## config.mk

```make
export PLATFORM = sky130hd
export DESIGN_NAME = wdc_top
export DESIGN_NICKNAME = d
export VERILOG_FILES = /design/src/hdl/wdc_pkg.sv /design/src/hdl/wdc_dog_counter.sv /design/src/hdl/wdc_top.sv
export SDC_FILE = /design/constraint.sdc
export NUM_CORES = 1
export LEC_CHECK = 0
export BUFFER_PORTS_ARGS = -buffer_cell sky130_fd_sc_hd__buf_4
export CAP_MARGIN = 5
export CORE_UTILIZATION = 45
export CTS_CLUSTER_DIAMETER = 150
export DETAILED_ROUTE_END_ITERATION = 6
export GPL_ROUTABILITY_DRIVEN = 0
export PLACE_DENSITY_LB_ADDON = 0.12
export SLEW_MARGIN = 40
export SYNTH_ARGS = -nofsm -noshare
export SYNTH_HDL_FRONTEND = slang
export SYNTH_SLANG_ARGS = --single-unit
```

## constraint.sdc

```tcl
create_clock -name hclk -period 2.2 [get_ports hclk]
set_clock_uncertainty 0.05 [all_clocks]
set_input_delay 0.11 -clock hclk [delete_from_list [all_inputs] [get_ports hclk]]
set_output_delay 0.11 -clock hclk [all_outputs]
set_load 0.01 [all_outputs]
```

## src/hdl/wdc_pkg.sv

```systemverilog
// constants, register map and field layout of the watchdog control block
// assumes one 100 MHz clock and a 32-bit AHB-Lite slave port
//
// How it works
// - level one: starts off, enable freely
// - level one: window write sets enable, select
// - level two: always enabled, reads one
// - level two: window write changes select only
// - level two: never disabled by any sequence
// - hardware clears unlock four cycles later
// - enable clears only while unlocked or on any reset event
// - select changes only while unlocked or on any reset event
// - select gives 16K doubling to 2048K
// - control bits seven to five read zero
// - bit four set by debug-port reset
// - bit three set by watchdog reset
// - bit two set by brown-out reset
// - bit one set by pin reset
// - bit zero set at power-on only
// - enable one starts, zero stops dog
// - counter on own oscillator, restarts
// - fuse selects safety level
// - timeout gives one-cycle chip reset
package wdc_pkg;

  // -------------------------------------------------------------------------
  // register map
  // -------------------------------------------------------------------------
  localparam logic [7:0] ADDR_CONTROL = 8'h00;
  localparam logic [7:0] ADDR_CAUSE   = 8'h04;
  localparam int         ADDR_W       = 8;

  // -------------------------------------------------------------------------
  // watchdog_control fields
  // -------------------------------------------------------------------------
  localparam int SEL_LSB    = 0;
  localparam int SEL_W      = 3;
  localparam int BIT_ON     = 3;
  localparam int BIT_UNLOCK = 4;

  // -------------------------------------------------------------------------
  // reset_cause_status fields
  // -------------------------------------------------------------------------
  localparam int BIT_POWER = 0;
  localparam int BIT_PIN   = 1;
  localparam int BIT_DROP  = 2;
  localparam int BIT_DOG   = 3;
  localparam int BIT_DEBUG = 4;
  localparam int CAUSE_W   = 5;

  localparam logic [SEL_W-1:0]   SEL_RESET   = 3'h0;
  localparam logic [CAUSE_W-1:0] CAUSE_RESET = 5'h01;

  // -------------------------------------------------------------------------
  // timing
  // -------------------------------------------------------------------------
  localparam int         CLK_HZ         = 100_000_000;
  localparam int         OSC_HZ         = 1_000_000;
  localparam int         WINDOW_CYCLES  = 4;
  localparam logic [2:0] WINDOW_LOAD    = 3'(WINDOW_CYCLES);
  localparam int         TIMEOUT_BASE   = 16384;
  localparam int         DOG_CNT_W      = 22;

  // -------------------------------------------------------------------------
  // bus
  // -------------------------------------------------------------------------
  localparam logic [1:0] HTRANS_NONSEQ = 2'h2;
  localparam logic       HRESP_OKAY    = 1'h0;

endpackage

```

## src/hdl/wdc_dog_counter.sv

```systemverilog
// watchdog time-out counter, counts ticks of the watchdog oscillator
// assumes osc_tick is a one-cycle pulse synchronous to hclk
`timescale 1ns/1ns
`default_nettype none

module wdc_dog_counter #(
  parameter int TIMEOUT_BASE = wdc_pkg::TIMEOUT_BASE,
  parameter int CNT_W        = wdc_pkg::DOG_CNT_W
) (
  input  wire logic                      hclk,
  input  wire logic                      hresetn,
  input  wire logic                      run,
  input  wire logic                      restart,
  input  wire logic                      osc_tick,
  input  wire logic [wdc_pkg::SEL_W-1:0] sel,
  output logic                           expire
);

  logic [CNT_W-1:0] count;
  logic [CNT_W-1:0] limit;

  // ---------------------------------------------------------------------------
  // time-out length, doubling per code
  // ---------------------------------------------------------------------------
  assign limit = CNT_W'(TIMEOUT_BASE << sel);

  // ---------------------------------------------------------------------------
  // counter
  // ---------------------------------------------------------------------------
  always_ff @(posedge hclk or negedge hresetn) begin
    if (!hresetn) begin
      count <= '0;
    end else if (restart || !run) begin
      count <= '0;
    end else if (osc_tick) begin
      if (count >= limit - CNT_W'(1)) begin
        count <= '0;
      end else begin
        count <= count + CNT_W'(1);
      end
    end
  end

  always_ff @(posedge hclk or negedge hresetn) begin
    if (!hresetn) begin
      expire <= 1'b0;
    end else begin
      expire <= run && !restart && osc_tick && (count >= limit - CNT_W'(1));
    end
  end

endmodule

`default_nettype wire

```

## src/hdl/wdc_top.sv

```systemverilog
// watchdog control block: timed change sequence, time-out counter, reset causes
// assumes hresetn is the power-on reset and the other reset causes
// arrive as one-cycle pulses synchronous to hclk
`timescale 1ns/1ns
`default_nettype none

module wdc_top #(
  parameter int TIMEOUT_BASE = wdc_pkg::TIMEOUT_BASE
) (
  input  wire logic        hclk,
  input  wire logic        hresetn,
  // ahb-lite slave
  input  wire logic        hsel,
  input  wire logic [31:0] haddr,
  input  wire logic [1:0]  htrans,
  input  wire logic        hwrite,
  input  wire logic [2:0]  hsize,
  input  wire logic [31:0] hwdata,
  input  wire logic        hready,
  output logic             hreadyout,
  output logic             hresp,
  output logic [31:0]      hrdata,
  // device side
  input  wire logic        safety_level_fuse,
  input  wire logic        osc_tick,
  input  wire logic        dog_restart,
  input  wire logic        debug_reset_event,
  input  wire logic        supply_drop_event,
  input  wire logic        pin_reset_event,
  output logic             chip_reset_pulse,
  output logic             dog_running
);

  // ---------------------------------------------------------------------------
  // declarations
  // ---------------------------------------------------------------------------
  logic                                 dp_valid;
  logic                                 dp_write;
  logic [wdc_pkg::ADDR_W-1:0]           dp_addr;
  logic                                 rd_wait;
  logic                                 addr_take;
  logic                                 wr_apply;
  logic                                 wr_control;
  logic                                 wr_cause;
  logic                                 level_two;
  logic                                 dog_on_bit;
  logic                                 change_unlock_bit;
  logic [2:0]                           window_left;
  logic [wdc_pkg::SEL_W-1:0]            timeout_select;
  logic [wdc_pkg::CAUSE_W-1:0]          reset_cause_status;
  logic [wdc_pkg::CAUSE_W-1:0]          cause_set;
  logic [wdc_pkg::CAUSE_W-1:0]          cause_keep;
  logic [wdc_pkg::CAUSE_W-1:0]          next_cause;
  logic [7:0]                           watchdog_control;
  logic                                 w_on;
  logic                                 w_unlock;
  logic [wdc_pkg::SEL_W-1:0]            w_sel;
  logic                                 opening;
  logic                                 chip_reset_event;
  logic                                 dog_expire;
  logic                                 dog_effective;
  logic                                 next_on;
  logic [wdc_pkg::SEL_W-1:0]            next_sel;

  // ---------------------------------------------------------------------------
  // ahb-lite address and data phase
  // ---------------------------------------------------------------------------
  assign addr_take = hsel && hready && htrans[1];

  always_ff @(posedge hclk or negedge hresetn) begin
    if (!hresetn) begin
      dp_valid <= 1'b0;
      dp_write <= 1'b0;
      dp_addr  <= '0;
    end else if (hready) begin
      dp_valid <= addr_take;
      dp_write <= hwrite;
      dp_addr  <= haddr[wdc_pkg::ADDR_W-1:0];
    end
  end

  // reads take one wait state so the data comes from a register
  always_ff @(posedge hclk or negedge hresetn) begin
    if (!hresetn) begin
      rd_wait <= 1'b0;
    end else begin
      rd_wait <= addr_take && !hwrite;
    end
  end

  assign hreadyout = !rd_wait;
  assign hresp     = wdc_pkg::HRESP_OKAY;

  assign wr_apply   = dp_valid && dp_write;
  assign wr_control = wr_apply && (dp_addr == wdc_pkg::ADDR_CONTROL);
  assign wr_cause   = wr_apply && (dp_addr == wdc_pkg::ADDR_CAUSE);

  assign w_on     = hwdata[wdc_pkg::BIT_ON];
  assign w_unlock = hwdata[wdc_pkg::BIT_UNLOCK];
  assign w_sel    = hwdata[wdc_pkg::SEL_LSB +: wdc_pkg::SEL_W];

  // ---------------------------------------------------------------------------
  // read data
  // ---------------------------------------------------------------------------
  assign watchdog_control = {3'h0, change_unlock_bit, dog_effective, timeout_select};

  always_ff @(posedge hclk or negedge hresetn) begin
    if (!hresetn) begin
      hrdata <= '0;
    end else if (rd_wait) begin
      unique case (dp_addr)
        wdc_pkg::ADDR_CONTROL: hrdata <= {24'h0, watchdog_control};
        wdc_pkg::ADDR_CAUSE:   hrdata <= {27'h0, reset_cause_status};
        default:               hrdata <= '0;
      endcase
    end
  end

  // ---------------------------------------------------------------------------
  // safety level and chip reset events
  // ---------------------------------------------------------------------------
  assign level_two        = safety_level_fuse;
  assign chip_reset_event = dog_expire || debug_reset_event || supply_drop_event || pin_reset_event;
  assign dog_effective    = dog_on_bit || level_two;
  assign dog_running      = dog_effective;
  assign chip_reset_pulse = dog_expire;

  // ---------------------------------------------------------------------------
  // change window
  // ---------------------------------------------------------------------------
  assign opening = wr_control && w_unlock && w_on;

  always_ff @(posedge hclk or negedge hresetn) begin
    if (!hresetn) begin
      change_unlock_bit <= 1'b0;
      window_left       <= '0;
    end else if (chip_reset_event) begin
      change_unlock_bit <= 1'b0;
      window_left       <= '0;
    end else if (opening) begin
      change_unlock_bit <= 1'b1;
      window_left       <= wdc_pkg::WINDOW_LOAD;
    end else if (wr_control && change_unlock_bit) begin
      change_unlock_bit <= 1'b0;
      window_left       <= '0;
    end else if (window_left != '0) begin
      window_left       <= window_left - 3'h1;
      change_unlock_bit <= (window_left != 3'h1);
    end
  end

  // ---------------------------------------------------------------------------
  // enable and time-out select
  // ---------------------------------------------------------------------------
  always_comb begin
    next_on  = dog_on_bit;
    next_sel = timeout_select;
    if (wr_control) begin
      if (change_unlock_bit && !w_unlock) begin
        next_sel = w_sel;
        next_on  = level_two ? 1'b1 : w_on;
      end else if (w_on) begin
        next_on = 1'b1;
      end
      // otherwise a locked write leaves both untouched
    end
  end

  always_ff @(posedge hclk or negedge hresetn) begin
    if (!hresetn) begin
      dog_on_bit     <= 1'b0;
      timeout_select <= wdc_pkg::SEL_RESET;
    end else if (chip_reset_event) begin
      dog_on_bit     <= 1'b0;
      timeout_select <= wdc_pkg::SEL_RESET;
    end else begin
      dog_on_bit     <= next_on;
      timeout_select <= next_sel;
    end
  end

  // ---------------------------------------------------------------------------
  // reset cause flags, set wins over clear
  // ---------------------------------------------------------------------------
  assign cause_set[wdc_pkg::BIT_POWER] = 1'b0;
  assign cause_set[wdc_pkg::BIT_PIN]   = pin_reset_event;
  assign cause_set[wdc_pkg::BIT_DROP]  = supply_drop_event;
  assign cause_set[wdc_pkg::BIT_DOG]   = dog_expire;
  assign cause_set[wdc_pkg::BIT_DEBUG] = debug_reset_event;

  assign cause_keep = wr_cause ? hwdata[wdc_pkg::CAUSE_W-1:0] : '1;
  assign next_cause = (reset_cause_status & cause_keep) | cause_set;

  always_ff @(posedge hclk or negedge hresetn) begin
    if (!hresetn) begin
      reset_cause_status <= wdc_pkg::CAUSE_RESET;
    end else begin
      reset_cause_status <= next_cause;
    end
  end

  // ---------------------------------------------------------------------------
  // time-out counter
  // ---------------------------------------------------------------------------
  wdc_dog_counter #(
    .TIMEOUT_BASE (TIMEOUT_BASE),
    .CNT_W        (wdc_pkg::DOG_CNT_W)
  ) u_counter (
    .hclk     (hclk),
    .hresetn  (hresetn),
    .run      (dog_effective),
    .restart  (dog_restart || chip_reset_event),
    .osc_tick (osc_tick),
    .sel      (timeout_select),
    .expire   (dog_expire)
  );

endmodule

`default_nettype wire

```

# --- Yosys cells after proc, flatten, opt, wreduce, memory -nomap -nowiden ---
# Index checks and enable logic that the tools add are counted.
classes:
  n_addsub: 3
  magnitude_cmp: 1
  eq_ne: 2
  shift: 1
  mux: 21
  bitwise_logic: 2
  reduce_logical: 33
ops:
  columns: ["cell", "count"]
  rows:
  - ["$mux 22", 3]
  - ["$add 22x1->22 const B", 1]
  - ["$ge 22x22->1", 1]
  - ["$shl 15x3->22 const A", 1]
  - ["$sub 22x1->22 const B", 1]
  - ["$mux 3", 7]
  - ["$logic_and 1x1->1", 13]
  - ["$pmux 5 s2", 1]
  - ["$mux 1", 9]
  - ["$eq 8x3->1 const B", 1]
  - ["$logic_not 8->1", 1]
  - ["$logic_or 1x1->1", 6]
  - ["$reduce_bool 2->1", 3]
  - ["$reduce_bool 3->1", 2]
  - ["$and 5x5->5", 1]
  - ["$logic_not 1->1", 5]
  - ["$mux 5", 1]
  - ["$or 5x5->5", 1]
  - ["$reduce_and 2->1", 2]
  - ["$reduce_bool 4->1", 1]
  - ["$ne 3x1->1 const B", 1]
  - ["$sub 3x1->3 const B", 1]
word_totals:
  reg_bits: 79
  out_inout_bits: 36
  word_cells: 75

# --- Depth between registers and ports, before layout ---
# Gate-level depths: netlist of the first run.
logic_depth:
  word_depth: 8
  mapped_depth: 10
  ltp_nobuf: 7

# --- Hierarchy ---
# Synthesis of the first run repeated with hierarchy kept, for this count alone.
unflattened:
  hier_cells: 317
  area_unflattened_um2: 3089.2
modules_own_cells:
  columns: ["module", "instances", "cells_per_inst", "area_each_um2", "seq_area_each_um2"]
  rows:
  - ["wdc_top", 1, 150, 1587.8, 726.9]
  - ["wdc_dog_counter", 1, 167, 1501.4, 575.6]

# --- Worst setup path after synthesis of the first run ---
# OpenSTA, ideal clock, no wires.
synth_path:
  path_kind: "flip-flop to flip-flop"
  start: "register timeout_select[2] in the netlist's numbering"
  end: "register u_counter.count[7]"
  setup_time_ns: 0.087
  arrival_ns: 1.968
  required_time_ns: 2.063
  setup_slack_ns: 0.095
  path_stages_with_launch: 10
  path_buffers: 2
  period_less_slack_ns: 2.105
  path_cell_list: "dfrtp_1 -> clkbuf_1 -> nand2_1 -> ha_1 -> a211oi_1 -> nor2_1 -> a2111oi_4 -> buf_2 -> o2111ai_1 -> o211ai_1"
synth_between:
  elab_chain_cells: 6
synth_rtl:
  columns: ["item", "line_no", "source"]
  rows:
  - ["from (decl)", "wdc_top.sv:49", "logic [wdc_pkg::SEL_W-1:0] timeout_select;"]
  - ["from (signal assigned)", "wdc_top.sv:172", "timeout_select <= wdc_pkg::SEL_RESET;"]
  - ["from (signal assigned)", "wdc_top.sv:175", "timeout_select <= wdc_pkg::SEL_RESET;"]
  - ["from (signal assigned)", "wdc_top.sv:178", "timeout_select <= next_sel;"]
  - ["$shl 15x3->22", "wdc_dog_counter.sv:25", "assign limit = CNT_W'(TIMEOUT_BASE << sel);"]
  - ["$sub 22x1->22", "wdc_dog_counter.sv:36", "if (count >= limit - CNT_W'(1)) begin"]
  - ["$ge 22x22->1", "wdc_dog_counter.sv:36", null]
  - ["$mux 22", "wdc_dog_counter.sv:36", null]
  - ["$mux 22", "wdc_dog_counter.sv:35", "end else if (osc_tick) begin"]
  - ["$mux 22", "wdc_dog_counter.sv:33", "end else if (restart || !run) begin"]
  - ["to (signal assigned)", "wdc_dog_counter.sv:39", "count <= count + CNT_W'(1);"]
  - ["to (decl)", "wdc_dog_counter.sv:19", "logic [CNT_W-1:0] count;"]
# Every way passes these cells. The select of a mux whose other input is x is not followed.
# A chain may end at the register's enable or synchronous reset.

# --- Final worst setup path of the first run ---
layout_path:
  start: "register timeout_select[0] in the netlist's numbering"
  end: "register u_counter.count[16]"
# Same word-level chain as after synthesis.

==> impl_metrics.csv, run 1 <==
group,metric,value,unit
run_status,status,"complete, but fails checks",
run_status,failed_checks,"design-rule violations",
power,leakagePower,1.666,nW
timing,fmax,0.4600,GHz
route,ant_nets,0,
global_routing,antenna_found_initial,0,
placed_design,hpwl,4739,um
logic_synthesis,yosysTopAreaCell,"dfrtp_1",
final_layout,final_cells,497,
die,dieArea,7297,um^2
clock_tree,htreeDepth,2,
clock_tree,cts_tree,"done",
power,power.total,1.823,mW
logic_synthesis,yosysWarningCount,0,
die,num_rows,30,
min_path,hold_class,"input port to flip-flop",
final_layout,diodes,0,
route,drcViolationCount,1,
timing,tightest_slew,0.6927,ns
setup_path,cpPeakStageDelay,0.48,ns
clock_tree,clk_pin_slew,0.11,ns
final_layout,design_area,3951,um^2
timing,fin_hold_ws,0.02621,ns
timing,fin_crit,2.174,ns
setup_path,path_cells,"o21ai_2 -> ha_1 -> nand4_1 -> nor2_2 -> a2111oi_4 -> buf_4 -> buf_12 -> nand4b_1 -> o211ai_1",
final_layout,fin_nets,508,
timing,relSlewSlack,53.82,%
timing,fin_crit_sh,98.81,%
placed_design,post-place-ws,-0.08548,ns
die,pin_count,116,
global_routing,gr-total-overflow,0,
setup_path,crit_slowest_cell,"dfrtp_2",
timing,grt_setup_unrepaired,"yes",
setup_path,worst_ep_arrival_time,2.36,ns
timing,setup_ws,0.02629,ns
global_routing,grt_pass1_wl,11000,um
final_layout,final_layout_size_suffix_gt1_share,26.38,%
clock_tree,cts-root-buf,"clkbuf_8",
logic_synthesis,synth_edf_count,0,
die,core,6756,um^2
setup_path,path_buf_inv,2,
logic_synthesis,synth_common_cells,"dfrtp_1 (51), nand2_1 (43), nand3_1 (36), buf_4 (28), nor2_1 (27)",
logic_synthesis,synth.area.top_cells,"dfrtp_1 (41%), buf_4 (6.7%), nand3_1 (5.8%)",
clock_tree,cts.sinks,52,
clock_tree,cts_buffer_depth,2,
logic_synthesis,synth_top_area_share,40.75,%
placed_design,dpl.cell_count,461,
route,finalWirelength,7454,um
power,vdd_ir_drop_max,280.8,uV
logic_synthesis,synth_cell_types,47,
setup_path,cp.required,2.38,ns
logic_synthesis,ys_seq_area_share,41.59,%
timing,finalHoldViolCount,0,
clock_tree,clock_latency,0.32,ns
placed_design,placed_area,3466,um^2
final_layout,area_growth,26.17,%
power,power.density,461.4,nW/um^2
logic_synthesis,syn_area,3132,um^2
logic_synthesis,syn_area_per_cell,9.025,um^2
clock_tree,cts_buffers,5,
logic_synthesis,synth-seq-cells,52,
timing,setup_tns,0,ns
global_routing,grt.total_usage,19.02,%
setup_path,crit_type,"flip-flop to flip-flop",
global_routing,grt_max_degree,53,
placed_design,io_buffers,32,
timing,maxSlewViolCount,0,
route,drt-initial-drc-count,104,
route,via_per_inst,5.499,
setup_path,start_kind,"flip-flop",
die,die_h,85.43,um
flow_run,drv_cap,0,
setup_path,cp_max_fo,8,
logic_synthesis,ys_async_sr_fraction,100.0,%
route,drt-pass1-iter-count,6,
logic_synthesis,synthFlopType,"dfrtp_1",
route,vias,2733,
global_routing,grt_pass1_vias,2391,
die,start_util,46.35,%
final_layout,utilization,58.48,%
timing,finalSetupViolations,0,
setup_path,end_kind,"flip-flop",
route,wl_per_cell,15.00,um
logic_synthesis,syn_inst,347,
logic_synthesis,synth.most_common_cell,"dfrtp_1",
setup_path,crit_family,"compound AO/OA/AOI/OAI gates",
die,die_w,85.43,um
## report_power, final
part	internal (mW)	switching, mW	total [mW]
logic	0.111	0.108	0.218
registers	0.992	0.0206	1.01
clock network	0.233	0.360	0.592
## routing by layer
metal  global-route usage, %  vias up  part of all wire (%)
met4                   5.000        0                  0.85
met3                   3.502        7                   3.8
met1                   23.77     1324                    45
li1                        -     1337                     -
met2                   33.75       65                    50
met5                       0        -                     0
## final timing paths
path / cells after the start / to / slack, ns / start
min reg2reg: 1 / reset_cause_status[0] / 0.42 / reset_cause_status[0]
min in group asynchronous: 2 / reset_cause_status[1] / 0.30 / hresetn
max in group asynchronous: 2 / timeout_select[0] / 1.30 / hresetn
max: 9 / u_counter.count[16] / 0.03 / timeout_select[0]
max reg2reg: 9 / u_counter.count[16] / 0.03 / timeout_select[0]
min: 2 / rd_wait / 0.03 / htrans[1]
## worst register-to-register path: stages (launching register included)
cell	delay, ns
dfrtp_2	0.48
o21ai_2	0.16
ha_1	0.24
nand4_1	0.13
nor2_2	0.08
a2111oi_4	0.40
buf_4	0.22
buf_12	0.13
nand4b_1	0.11
o211ai_1	0.10
## cell type report
type	count	area, um^2
clock buffer	5	68.82
clock inverter	3	25.02
fill	612	2805
inverter	8	30.03
multi-input combinational	270	1719
sequential	52	1306
tap	80	100.1
timing repair buffer	79	701.9
## cell families after synthesis
group / after synthesis / synth area share [%]
compound gates: 53 / 11.87
other cells: 2 / 0.2398
flops: 52 / 41.59
fa+ha+maj: 12 / 4.794
simple gates: 165 / 27.89
mux: 10 / 3.596
xor+xnor: 1 / 0.2797
buf+inv: 52 / 9.749
## state kept, by name, indices dropped and copies added, names as in the netlist
name                cells
dp_write                1
u_counter.count        22
dog_on_bit              1
window_left             3
timeout_select          3
hrdata                  5
change_unlock_bit       1
u_counter.expire        1
dp_addr                 8
reset_cause_status      5
dp_valid                1
rd_wait                 1
## cell usage in the layout, fill, tap and decap left out, types with 3 or more instances in the layout
cell,n
a21oi_1,11
dlygate4sd3_1,18
or3_1,4
o31a_1,3
mux2_2,10
ha_1,8
ha_4,3
or2_2,3
dfrtp_1,48
inv_1,7
nand4_1,17
nand4b_1,3
nand2b_1,7
nand2_1,41
nor3_1,3
or4_1,5
nor4_1,5
nand3_2,3
a221oi_1,4
o21ai_0,13
o211ai_1,9
buf_4,56
dfrtp_2,3
clkbuf_8,5
nand3_1,33
nor2_1,25
conb_1,29
## timing repair
action                                 CTS  global route
setup endpoints to repair                8            22
cloned                                   0             3
endpoints found under the hold margin   67             0
resized for setup                        2            19
setup buffers                            0             7
pin swaps                                0            17
hold buffers                            18             0
Power figures use the tool's default switching activity.
==> inputs of run 2 (changes only) <==
==> constraint.sdc (replaced) <==
create_clock -name hclk -period 2.2 [get_ports hclk]
set_clock_uncertainty 0.05 [all_clocks]
set_input_delay 0.22 -clock hclk [delete_from_list [all_inputs] [get_ports hclk]]
set_output_delay 0.22 -clock hclk [all_outputs]
set_load 0.01 [all_outputs]
==> impl_metrics.csv, run 2 (synthesis results as in run 1) <==
group,metric,value,unit
timing,finalHoldViolCount,0,
power,power.total,1.801,mW
final_layout,final_common_cell,"buf_4",
timing,fmax,0.4595,GHz
die,dieArea,7297,um^2
power,vdd_ir_drop_max,283.0,uV
die,core,6756,um^2
global_routing,grt_pass1_wl,10690,um
timing,fin_hold_ws,0.05786,ns
final_layout,final_layout_size_suffix_gt1_share,27.50,%
clock_tree,cts_buffers,5,
global_routing,grt_max_degree,53,
setup_path,crit_type,"flip-flop to flip-flop",
route,via_per_inst,5.519,
placed_design,io_buffers,32,
setup_path,cp_max_fo,8,
setup_path,worst_ep_arrival_time,2.36,ns
clock_tree,htreeDepth,2,
route,wl_per_cell,15.17,um
final_layout,top_register,"u_counter.count",
timing,finalSetupViolations,0,
placed_design,dpl.cell_count,461,
die,start_util,46.35,%
run_status,status,"complete, but fails checks",
timing,grt_setup_unrepaired,"yes",
global_routing,grt_pass1_vias,2297,
global_routing,gr-total-overflow,0,
global_routing,antenna_found_initial,0,
clock_tree,cts_tree,"done",
die,pin_count,116,
timing,fin_crit,2.176,ns
min_path,hold_class,"input port to flip-flop",
route,drt-initial-drc-count,83,
run_status,failed_checks,"design-rule violations",
die,die_w,85.43,um
final_layout,diodes,0,
route,ant_nets,0,
final_layout,fin_nets,491,
placed_design,hpwl,4739,um
final_layout,final_cells,480,
final_layout,area_growth,20.74,%
power,power.density,476.3,nW/um^2
clock_tree,cts-root-buf,"clkbuf_8",
global_routing,grt.total_usage,18.50,%
die,die_h,85.43,um
clock_tree,cts.sinks,52,
timing,maxSlewViolCount,0,
timing,relSlewSlack,54.39,%
timing,tightest_slew,0.6841,ns
route,vias,2649,
setup_path,cp.required,2.39,ns
flow_run,drv_cap,0,
final_layout,reg.largest.list,"u_counter.count (22), dp_addr (8)",
clock_tree,cts_buffer_depth,2,
final_layout,largest_reg_flops,22,
timing,fin_crit_sh,98.93,%
power,leakagePower,1.597,nW
final_layout,num-fill-cells,625,
clock_tree,clk_pin_slew,0.10,ns
route,drcViolationCount,1,
setup_path,start_kind,"flip-flop",
final_layout,final_cell_mix,"buf_4 (56), dfrtp_1 (48), nand2_1 (41), nand3_1 (33), conb_1 (29)",
route,drt-pass1-iter-count,6,
setup_path,end_kind,"flip-flop",
clock_tree,clock_latency,0.32,ns
route,finalWirelength,7282,um
die,num_rows,30,
## run 2: timing repair
action | CTS | global route
buffers inserted | 0 | 7
hold endpoints to repair | 51 | 0
gates resized for setup | 2 | 19
gates cloned | 0 | 3
endpoints found under the setup margin | 8 | 22
hold buffers | 1 | 0
pin swaps | 0 | 17
## run 2: metal layers
metal	share of wire [%]	track usage [%]	vias to the layer above
met5	0	0	-
met4	0.87	5.000	0
met3	3.7	3.794	7
met2	50	31.93	51
met1	46	23.59	1287
li1	-	-	1304
## run 2: where the power goes
part	switching [mW]	internal, mW
sequential	0.0206	0.992
clock	0.362	0.233
combinational	0.102	0.0912
## run 2: path summary, 6_finish.rpt
kind	from	endpoint	slack, ns	cells after the start
max in group asynchronous	hresetn	timeout_select[0]	1.20	2
hold reg to reg	reset_cause_status[0]	reset_cause_status[0]	0.43	1
min in group asynchronous	hresetn	reset_cause_status[2]	0.42	2
setup reg to reg	timeout_select[0]	u_counter.count[16]	0.02	9
setup / recovery	timeout_select[0]	u_counter.count[16]	0.02	9
hold / removal	pin_reset_event	reset_cause_status[1]	0.06	2
## run 2: critical path, stage by stage, from the launching register on
cell,delay (ns)
dfrtp_2,0.48
o21ai_2,0.16
ha_1,0.24
nand4_1,0.13
nor2_2,0.08
a2111oi_4,0.40
buf_4,0.22
buf_12,0.13
nand4b_1,0.10
o211ai_1,0.10
## run 2: layout make-up
type                            instances  area, um^2  area share [%]
Inverter                                8       30.03          0.7942
Multi-Input combinational cell        270        1719           45.47
Sequential cell                        52        1306           34.55
Tap cell                               80       100.1           2.647
Clock buffer                            5       68.82           1.820
Timing Repair Buffer                   62       531.8           14.06
Clock inverter                          3       25.02          0.6618
## run 2: through the flow
step	util (%)	cell area [um^2]	setup WS (ns)	setup TNS [ns]
2_1_floorplan	-	3233	0.09471	0
3_3_place_gp	51.30	3466	-0.03052	-0.1152
3_5_place_dp	51.30	3466	-0.08548	-0.3959
4_1_cts	52.89	3573	0.007895	0
5_1_grt	55.96	3781	-0.09418	-0.7889
6_report	55.96	3781	0.02365	0
==> inputs of run 3 (changes only) <==
--- a/config.mk
+++ b/config.mk
@@ -7,7 +7,7 @@
 export LEC_CHECK = 0
 export BUFFER_PORTS_ARGS = -buffer_cell sky130_fd_sc_hd__buf_4
 export CAP_MARGIN = 5
-export CORE_UTILIZATION = 45
+export CORE_UTILIZATION = 54
 export CTS_CLUSTER_DIAMETER = 150
 export DETAILED_ROUTE_END_ITERATION = 6
 export GPL_ROUTABILITY_DRIVEN = 0
==> constraint.sdc (replaced) <==
create_clock -name hclk -period 2.75 [get_ports hclk]
set_clock_uncertainty 0.05 [all_clocks]
set_input_delay 0.275 -clock hclk [delete_from_list [all_inputs] [get_ports hclk]]
set_output_delay 0.275 -clock hclk [all_outputs]
set_load 0.01 [all_outputs]
==> impl_metrics.csv, run 3 (synthesis results as in run 1) <==
group,metric,value,unit
route,via_per_inst,5.789,
timing,relSlewSlack,56.04,%
timing,setup_tns,0,ns
timing,grt_setup_unrepaired,"no",
die,num_rows,27,
final_layout,fin_nets,469,
setup_path,cp_max_fo,24,
clock_tree,postCtsResizedCells,0,
global_routing,use_met3,4.767,%
clock_tree,clk_pin_slew,0.09,ns
die,die_h,78.16,um
global_routing,gr-total-overflow,0,
global_routing,antenna_found_initial,0,
setup_path,cp.required,2.92,ns
clock_tree,clock_latency,0.31,ns
final_layout,final_layout_size_suffix_gt1_share,17.99,%
min_path,hold_class,"input port to flip-flop",
flow_run,drv_cap,0,
final_layout,design_area,3475,um^2
route,finalWirelength,6553,um
global_routing,gr-max-usage-layer,"met2",
placed_design,io_buffers,32,
final_layout,area_growth,10.95,%
timing,finalHoldViolCount,0,
setup_path,crit_type,"flip-flop to flip-flop",
route,ant_nets,0,
timing,finalSetupViolations,0,
final_layout,largest_reg_flops,22,
power,power.density,430.2,nW/um^2
die,core,5540,um^2
timing,fin_crit,2.382,ns
global_routing,grt.total_usage,22.41,%
timing,tightest_slew,0.6593,ns
final_layout,diodes,0,
final_layout,final_common_cell,"dfrtp_1",
final_layout,top_register,"u_counter.count",
power,vdd_ir_drop_max,231.3,uV
route,drt-initial-drc-count,98,
timing,fin_crit_sh,86.63,%
route,drcViolationCount,0,
clock_tree,cts-root-buf,"clkbuf_8",
clock_tree,cts_tree,"done",
global_routing,grt_max_degree,53,
clock_tree,post_cts_buffers,0,
placed_design,placed_area,3353,um^2
final_layout,reg.largest.list,"u_counter.count (22), dp_addr (8)",
die,dieArea,6108,um^2
setup_path,worst_ep_arrival_time,2.56,ns
timing,maxSlewViolCount,0,
route,vias,2605,
timing,fmax,0.4197,GHz
final_layout,final_cell_mix,"dfrtp_1 (51), nand2_1 (43), buf_4 (38), nand3_1 (36), conb_1 (29)",
setup_path,start_kind,"flip-flop",
run_status,status,"finished clean",
power,leakagePower,1.485,nW
die,die_w,78.16,um
clock_tree,htreeDepth,2,
die,start_util,56.53,%
global_routing,grt_pass1_vias,2385,
placed_design,hpwl,4628,um
clock_tree,cts_buffers,5,
clock_tree,cts_buffer_depth,2,
setup_path,end_kind,"flip-flop",
global_routing,globalRouteMet2Util,35.53,%
clock_tree,cts.sinks,52,
route,drt-pass1-iter-count,4,
die,pin_count,116,
route,wl_per_cell,14.56,um
global_routing,gr-usage-met1,29.50,%
global_routing,grt_pass1_wl,10750,um
## run 3: final cells by class
cell class,instances,area (um^2)
clock buffers,6,72.57
clock inverters,2,38.79
fillers,504,2066
inverters,8,30.03
multi-input cells,270,1625
flip-flops and latches,52,1303
well taps,72,90.09
repair buffers,40,315.3
## run 3: worst max-delay path, stage by stage (launching register included)
cell       delay [ns]
dfrtp_1          0.55
nand2_1          0.10
ha_1             0.31
a211oi_1         0.24
nor2_1           0.12
a2111oi_4        0.27
buf_12           0.21
nand2_1          0.20
o211ai_1         0.25
## run 3: metrics by stage
stage / power, mW / util (%) / instances / hold slack [ns] / setup slack, ns
2_1_floorplan: 0.9204 / - / 374 / -0.07059 / 0.6447
3_3_place_gp: 0.9696 / 60.52 / 441 / 0.3043 / 0.4206
3_5_place_dp: 0.9744 / 60.52 / 441 / 0.3051 / 0.3996
4_1_cts: 1.512 / 62.71 / 450 / 0.1128 / 0.3477
5_1_grt: 1.556 / 62.71 / 450 / 0.1189 / 0.1719
6_report: 1.495 / 62.71 / 450 / 0.1245 / 0.3676
## run 3: timing repair
item,4_1_cts,5_1_grt
endpoints found under the hold margin,51,0
hold buffers,1,0
endpoints found under the setup margin,0,0
## run 3: path summary, 6_finish.rpt
kind | from | endpoint | slack (ns) | cells past startpoint
setup / recovery | timeout_select[2] | u_counter.count[11] | 0.37 | 8
hold / removal | supply_drop_event | reset_cause_status[2] | 0.12 | 2
max in group asynchronous | hresetn | u_counter.count[11] | 1.72 | 2
setup reg to reg | timeout_select[2] | u_counter.count[11] | 0.37 | 8
hold reg to reg | reset_cause_status[0] | reset_cause_status[0] | 0.42 | 1
min in group asynchronous | hresetn | dog_on_bit | 0.50 | 2
## run 3: where the power goes
part	total (mW)	switching [mW]	internal [mW]
registers	0.810	0.0167	0.793
clock network	0.536	0.261	0.275
logic	0.148	0.0802	0.0682
## run 3: routing by layer
layer | wire length, um | part of all wire (%)
met1 | 2913 | 44
met2 | 3201 | 49
met3 | 333 | 5.1
met4 | 104 | 1.6
met5 | 0 | 0
